==> src/verilog/debug_port_regs.svh <==
// Purpose: Offsets, field positions, reset values for the debug port control block
// Assumes: APB byte addressing, one 32-bit word per register
// Notes:   Definitions only
`ifndef DEBUG_PORT_REGS_SVH
`define DEBUG_PORT_REGS_SVH

// ==================================================================
// Offsets
`define DPC_CONTROL_OFFSET   12'h000
`define DPC_STATUS_OFFSET    12'h004

// ==================================================================
// Field positions
`define DPC_USB_BIT          7
`define DPC_UART_A_BIT       6
`define DPC_UART_B_BIT       5
`define DPC_SPI_A_BIT        4
`define DPC_TEST_BIT         3
`define DPC_TRACE_BIT        2

// ==================================================================
// Reset values
`define DPC_CONTROL_RESET    32'h0000_000B
`define DPC_FIELD_MASK       32'h0000_00FC
`define DPC_RSVD_LOW_READ    32'h0000_0003

`endif

==> src/verilog/debug_port_pkg.sv <==
// Purpose: Types shared by the debug port control block
// Assumes: Nothing beyond SystemVerilog
// Notes:   Offsets live in the _regs header
package debug_port_pkg;

    // ==================================================================
    // Register selection
    typedef enum logic [1:0] {
        sel_none    = 2'b00,
        sel_control = 2'b01,
        sel_status  = 2'b10
    } reg_sel_e;

    typedef logic [31:0] word_t;

endpackage

==> src/verilog/input_sync.sv <==
// Purpose: Two-flop synchroniser for asynchronous level inputs
// Assumes: Single clock pclk, clock enable freezes state
// Notes:   First stage is read only by the second
`timescale 1ns/1ps
module input_sync #(
    parameter int WIDTH = 4
) (
    // Clock and reset
    input  wire logic             pclk,
    input  wire logic             presetn,
    input  wire logic             clk_en,
    // Data
    input  wire logic [WIDTH-1:0] async_in,
    output logic      [WIDTH-1:0] sync_out
);

    logic [WIDTH-1:0] stage_one;

    always_ff @(posedge pclk or negedge presetn) begin
        if (!presetn) begin
            stage_one <= '0;
            sync_out  <= '0;
        end else if (clk_en) begin
            stage_one <= async_in;
            sync_out  <= stage_one;
        end
    end

endmodule

==> src/verilog/apb_decode.sv <==
// Purpose: APB address decode for the debug port control block
// Assumes: Word aligned offsets, 12-bit address window
// Notes:   Purely combinational
`timescale 1ns/1ps
`include "debug_port_regs.svh"
module apb_decode
    import debug_port_pkg::*;
(
    // Address
    input  wire logic [11:0] paddr,
    // Selection
    output reg_sel_e         sel,
    output logic             slverr
);

    always_comb begin
        sel    = sel_none;
        slverr = 1'b0;
        unique case (paddr)
            `DPC_CONTROL_OFFSET: sel = sel_control;
            `DPC_STATUS_OFFSET:  sel = sel_status;
            default: begin
                sel    = sel_none;
                slverr = 1'b1;
            end
        endcase
    end

endmodule

==> src/verilog/debug_port_control.sv <==
// Purpose: Debug port control register behind an APB slave
// Assumes: 20 MHz pclk, async active-low reset, clk_en freezes state
// Notes:   Zero wait states; unmapped addresses answer with pslverr
//
// Operation
// Usb override bit 7 set makes usb ignore its debug freeze.
// Uart a override bit 6 set makes uart a ignore its freeze.
// Uart b override bit 5 set makes uart b ignore its freeze.
// Spi a override bit 4 set makes spi a ignore its freeze.
// Bit 3 enables test port, resets to one; other fields reset zero.
// Bit 2 enables the trace output port.
// Software writes zero to bits 31..8 and ignores them on read.
// Software writes one to bits 1..0 and ignores them on read.
`timescale 1ns/1ps
`include "debug_port_regs.svh"
module debug_port_control
    import debug_port_pkg::*;
(
    // Clock, reset, enable
    input  wire logic        pclk,
    input  wire logic        presetn,
    input  wire logic        clk_en,
    // APB slave
    input  wire logic        psel,
    input  wire logic        penable,
    input  wire logic        pwrite,
    input  wire logic [11:0] paddr,
    input  wire logic [31:0] pwdata,
    output logic      [31:0] prdata,
    output logic             pready,
    output logic             pslverr,
    // Peripheral freeze requests from pins
    input  wire logic        usb_debug_freeze,
    input  wire logic        uart_a_debug_freeze,
    input  wire logic        uart_b_debug_freeze,
    input  wire logic        spi_a_debug_freeze,
    // Effective freeze to peripherals
    output logic             usb_frozen,
    output logic             uart_a_frozen,
    output logic             uart_b_frozen,
    output logic             spi_a_frozen,
    // Debug port enables
    output logic             test_port_enable,
    output logic             trace_port_enable
);

    // ==================================================================
    // Decode and sync
    reg_sel_e   sel;
    logic       dec_err;
    logic [3:0] freeze_sync;
    word_t      control;
    word_t      next_prdata;
    logic       access;
    logic       wr_ctrl;

    apb_decode u_decode (
        .paddr  (paddr),
        .sel    (sel),
        .slverr (dec_err)
    );

    // Freeze requests come from other domains
    input_sync #(.WIDTH(4)) u_sync (
        .pclk     (pclk),
        .presetn  (presetn),
        .clk_en   (clk_en),
        .async_in ({usb_debug_freeze, uart_a_debug_freeze,
                    uart_b_debug_freeze, spi_a_debug_freeze}),
        .sync_out (freeze_sync)
    );

    assign access  = psel && !penable;
    assign wr_ctrl = psel && penable && pwrite && (sel == sel_control);

    // ==================================================================
    // Shared decode
    // Override wins over the peripheral's own freeze request
    function automatic logic gated_freeze(input logic request, input logic override);
        return request && !override;
    endfunction

    // ==================================================================
    // Control register
    // Only fields 7..2 are stored; reserved bits cannot be set by software
    always_ff @(posedge pclk or negedge presetn) begin
        if (!presetn) begin
            control <= `DPC_CONTROL_RESET & `DPC_FIELD_MASK;
        end else if (clk_en && wr_ctrl) begin
            control <= pwdata & `DPC_FIELD_MASK;
        end
    end

    // ==================================================================
    // Outputs to peripherals, registered
    always_ff @(posedge pclk or negedge presetn) begin
        if (!presetn) begin
            usb_frozen        <= 1'b0;
            uart_a_frozen     <= 1'b0;
            uart_b_frozen     <= 1'b0;
            spi_a_frozen      <= 1'b0;
            test_port_enable  <= 1'b1;
            trace_port_enable <= 1'b0;
        end else if (clk_en) begin
            usb_frozen        <= gated_freeze(freeze_sync[3], control[`DPC_USB_BIT]);
            uart_a_frozen     <= gated_freeze(freeze_sync[2], control[`DPC_UART_A_BIT]);
            uart_b_frozen     <= gated_freeze(freeze_sync[1], control[`DPC_UART_B_BIT]);
            spi_a_frozen      <= gated_freeze(freeze_sync[0], control[`DPC_SPI_A_BIT]);
            test_port_enable  <= control[`DPC_TEST_BIT];
            trace_port_enable <= control[`DPC_TRACE_BIT];
        end
    end

    // ==================================================================
    // APB answer: pready and data prepared in the setup cycle
    always_comb begin
        next_prdata = 32'h0000_0000;
        unique case (sel)
            sel_control: next_prdata = control | `DPC_RSVD_LOW_READ;
            sel_status:  next_prdata = {28'h000_0000, freeze_sync};
            sel_none:    next_prdata = 32'h0000_0000;
            default:     next_prdata = 32'h0000_0000;
        endcase
    end

    always_ff @(posedge pclk or negedge presetn) begin
        if (!presetn) begin
            prdata  <= 32'h0000_0000;
            pready  <= 1'b0;
            pslverr <= 1'b0;
        end else if (clk_en) begin
            pready  <= access;
            pslverr <= access && dec_err;
            if (access && !pwrite) begin
                prdata <= next_prdata;
            end
        end
    end
endmodule

==> config.mk <==
export PLATFORM = sky130hd
export DESIGN_NAME = debug_port_control
export DESIGN_NICKNAME = d
export VERILOG_FILES = /design/src/verilog/debug_port_pkg.sv /design/src/verilog/input_sync.sv /design/src/verilog/apb_decode.sv /design/src/verilog/debug_port_control.sv
export VERILOG_INCLUDE_DIRS = /design/src /design/src/verilog
export SDC_FILE = /design/constraint.sdc
export NUM_CORES = 1
export LEC_CHECK = 0
export BUFFER_PORTS_ARGS = -buffer_cell sky130_fd_sc_hd__buf_2
export CAP_MARGIN = 20
export CORE_MARGIN = 4
export CORE_UTILIZATION = 45
export DETAILED_ROUTE_END_ITERATION = 7
export PLACE_DENSITY = 0.83
export SLEW_MARGIN = 20
export SYNTH_ARGS = -nofsm -noshare
export SYNTH_HDL_FRONTEND = slang
export SYNTH_HIERARCHICAL = 1
export SYNTH_SLANG_ARGS = --single-unit
==> constraint.sdc <==
create_clock -name pclk -period 1.7 [get_ports pclk]
set_input_delay 0.255 -clock pclk [delete_from_list [all_inputs] [get_ports pclk]]
set_output_delay 0.255 -clock pclk [all_outputs]
set_load 0.005 [all_outputs]
==> impl_metrics.csv <==
group,metric,value,unit
outcome,run_status,"completed",
floorplanning,floorplan.rows,20,
power,ir_drop,0.543,mV
finish,ff_latch_area,753,um^2
sta,setup_violations,0,
clock_network,htree_num_levels,2,
critical_path,rr_worst_depth,2,
sta,clock-skew-final,0.00621,ns
sta,max_clock_freq,641,MHz
place,gpl.final_weighted_congestion,0.714,
finish,areaGrowthSynthToFinish,17.0,%
clock_network,cts_buffers,5,
clock_network,cts_num_sinks,30,
clock_network,post_cts.repair.setup_buffers,0,
routing,route.antenna.remaining_nets,0,
critical_path,crit_arrival,1.77,ns
routing,routed.top_layer,"met4",
synthesis,synth_seq_area_share,0.491,
critical_path,path_class,"in -> reg",
synthesis,synthesis.yosys.warnings,6,
grt,first_global_vias,1028,
sta,max-slew-margin-rel,0.568,
finish,post-route-cell-area,0.00180,mm^2
sta,final_hold_viol_count,0,
flow_run,max_cap_violations,0,
finish,diodes,0,
floorplanning,pin_count,94,
routing,routedWlPerCell,11.8,um
grt,grt_antenna_before_repair,0,
routing,met3_wirelength,281,um
sta,worst_hold_slack,0.147,ns
place,place_area,0.00172,mm^2
place,dp_hpwl,2.13,mm
critical_path,crit-reg2reg-capture,"prdata[3]",
critical_path,worst_setup_path_start_kind,"input pin",
routing,detailedRoute.firstPassIterationCount,4,
routing,via_count,1053,
critical_path,path_max_fanout,6,
finish,multi_input_comb_area,627,um^2
synthesis,syn_area,0.00153,mm^2
routing,drt_wl_total,2.71,mm
synthesis,syn_area_per_cell,11.5,um^2
sta,finalWorstPathRequiredPeriod,1.56,ns
floorplanning,chipHeight,66.4,um
power,p_leak,0.927,nW
place,port_buffers,43,
place,dpl.cell_count,220,
grt,global_route.overflow_total,0,
sta,final.period_utilization,0.918,
routing,drt-initial-drc-count,17,
synthesis,synth_cell_type_count,28,
finish,nFillCells,304,
critical_path,crit_required,1.91,ns
grt,grt_pass1_wl,4.46,mm
clock_network,max-clock-path-buffers,2,
clock_network,worst_skew_pair.late_latency,0.33,ns
sta,grt_setup_unrepaired,"no",
routing,route.detailed.vias_per_inst,4.60,
critical_path,timing.reg2reg.setup_slack,0.80,ns
clock_network,cts_tree,"done",
finish,layout-drive-gt1-share,0.438,
finish,post_route_non_filler_standard_cell_count,229,
critical_path,setup.worst_path.end_class,"flip-flop",
critical_path,critical_path.startpoint,"paddr[3]",
sta,slew_violations,0,
power,power.density,780,mW/mm^2
clock_network,clkSlewWorstSetupHoldPaths,0.10,ns
routing,met2_routed_wirelength,1.28,mm
grt,grt_start_max_net_pins,31,
grt,global_route.usage.total,0.135,
finish,finish.net_count,240,
critical_path,critical_path.reg2reg.startpoint,"control[3]",
worst_hold_path,path_category_of_the_worst_min_delay_check,"in -> reg",
power,finalPower,1.40,mW
floorplanning,start_util,0.487,
floorplanning,die_area,0.00441,mm^2
critical_path,critical_path.endpoint,"control[7]",
floorplanning,die_x,66.4,um
sta,tightest_slew,0.648,ns
finish,most-common-layout-cells,"sky130_fd_sc_hd__buf_2, sky130_fd_sc_hd__dfrtp_1, sky130_fd_sc_hd__conb_1, sky130_fd_sc_hd__nand2_1, sky130_fd_sc_hd__mux2_2",
synthesis,synth_cells,133,
clock_network,cts_root_buf,"sky130_fd_sc_hd__clkbuf_4",
finish,mostFrequentLayoutCell,"sky130_fd_sc_hd__buf_2",
floorplanning,core_footprint,0.00315,mm^2
routing,met1Wirelength,1.11,mm
routing,drc,0,
synthesis,synth_register_bits,30,
-- report_power, final --
| group | total (mW) | switching [mW] | internal (mW) |
|---|---|---|---|
| Combinational | 0.167 | 0.0807 | 0.0867 |
| Clock | 0.447 | 0.249 | 0.199 |
| Sequential | 0.786 | 0.0300 | 0.756 |
| Total | 1.40 | 0.359 | 1.04 |
-- layout make-up --
class	instances	area share
Inverter	7	0.0146
Clock buffer	6	0.0286
Sequential cell	30	0.420
Timing Repair Buffer	50	0.151
Multi-Input combinational cell	90	0.349
Tap cell	44	0.0307
Clock inverter	2	0.00697
-- worst min-delay path by stage --
stage,cells after the start,start,end
floorplan,0,presetn,control[2]
global placement,1,presetn,u_sync/stage_one[0]
detailed placement,1,presetn,u_sync/sync_out[0]
CTS,2,uart_b_debug_freeze,u_sync/stage_one[1]
global route,2,uart_a_debug_freeze,u_sync/stage_one[2]
finish,2,uart_b_debug_freeze,u_sync/stage_one[1]
-- layer usage --
metal / track usage / up-vias
li1: - / 502
met5: 0 / -
met2: 0.218 / 44
met4: 0.0533 / 0
met1: 0.163 / 502
met3: 0.0493 / 5
-- flip-flops by register name, indices dropped and copies added (netlist names) --
| signal | count |
|---|---|
| uart_b_frozen | 1 |
| usb_frozen | 1 |
| u_sync/stage_one | 4 |
| control | 6 |
| spi_a_frozen | 1 |
| pready | 1 |
| pslverr | 1 |
| u_sync/sync_out | 4 |
| uart_a_frozen | 1 |
| prdata | 8 |
| trace_port_enable | 1 |
| test_port_enable | 1 |
-- through the flow --
step                setup slack, ns   util  TNS [ns]
floorplan                   -0.0295      -    -0.147
global placement             -0.172  0.546     -1.27
detailed placement           -0.194  0.546     -1.54
CTS                           0.137  0.569         0
global route                 0.0301  0.569         0
finish                        0.139  0.569         0
-- cells in the mapped netlist --
library cell,n,area share
sky130_fd_sc_hd__nand4bb_1,1,0.0073
sky130_fd_sc_hd__dfrtp_1,28,0.46
sky130_fd_sc_hd__o21ai_0,5,0.016
sky130_fd_sc_hd__clkbuf_1,1,0.0024
sky130_fd_sc_hd__nand3_1,2,0.0065
sky130_fd_sc_hd__dfstp_2,2,0.034
sky130_fd_sc_hd__ha_1,2,0.016
sky130_fd_sc_hd__o21ai_2,2,0.011
sky130_fd_sc_hd__nand3b_1,4,0.020
sky130_fd_sc_hd__mux2_2,9,0.066
sky130_fd_sc_hd__buf_6,3,0.022
sky130_fd_sc_hd__o21ai_1,2,0.0065
sky130_fd_sc_hd__and3_4,1,0.0073
sky130_fd_sc_hd__buf_4,24,0.12
sky130_fd_sc_hd__nor4_2,1,0.0082
sky130_fd_sc_hd__o31ai_1,4,0.020
sky130_fd_sc_hd__nand3_4,1,0.011
sky130_fd_sc_hd__inv_1,7,0.017
sky130_fd_sc_hd__nor3_1,1,0.0033
sky130_fd_sc_hd__nand4_1,1,0.0041
sky130_fd_sc_hd__clkbuf_2,1,0.0033
sky130_fd_sc_hd__a21oi_1,2,0.0065
sky130_fd_sc_hd__nor2_1,4,0.0098
sky130_fd_sc_hd__conb_1,1,0.0024
sky130_fd_sc_hd__mux2_4,8,0.078
sky130_fd_sc_hd__nand2_1,13,0.032
sky130_fd_sc_hd__a22oi_1,2,0.0098
sky130_fd_sc_hd__nor2b_1,1,0.0041
-- cell families (layout without fill, tap and decap cells) --
family | after synthesis | count (layout) | share of synthesized area
buf+inv | 36 | 65 | 0.162
flops | 30 | 30 | 0.491
simple gates | 30 | 30 | 0.113
compound gates | 17 | 17 | 0.0701
mux | 17 | 17 | 0.144
fa+ha+maj | 2 | 2 | 0.0163
other cells | 1 | 24 | 0.00244
-- timing repair --
action,4_1_cts,5_1_grt
setup endpoints to repair,0,0
resized for setup,0,0
endpoints found under the hold margin,28,0
hold buffers,1,0
-- critical path: stages --
cell,delay (ns)
sky130_fd_sc_hd__buf_2,0.11
sky130_fd_sc_hd__nor4_4,0.27
sky130_fd_sc_hd__nand4_1,0.14
sky130_fd_sc_hd__nor2_1,0.19
sky130_fd_sc_hd__ha_1,0.21
sky130_fd_sc_hd__and3_4,0.20
sky130_fd_sc_hd__nand3_4,0.10
sky130_fd_sc_hd__mux2_2,0.30
(Power assumes the default switching activity.)
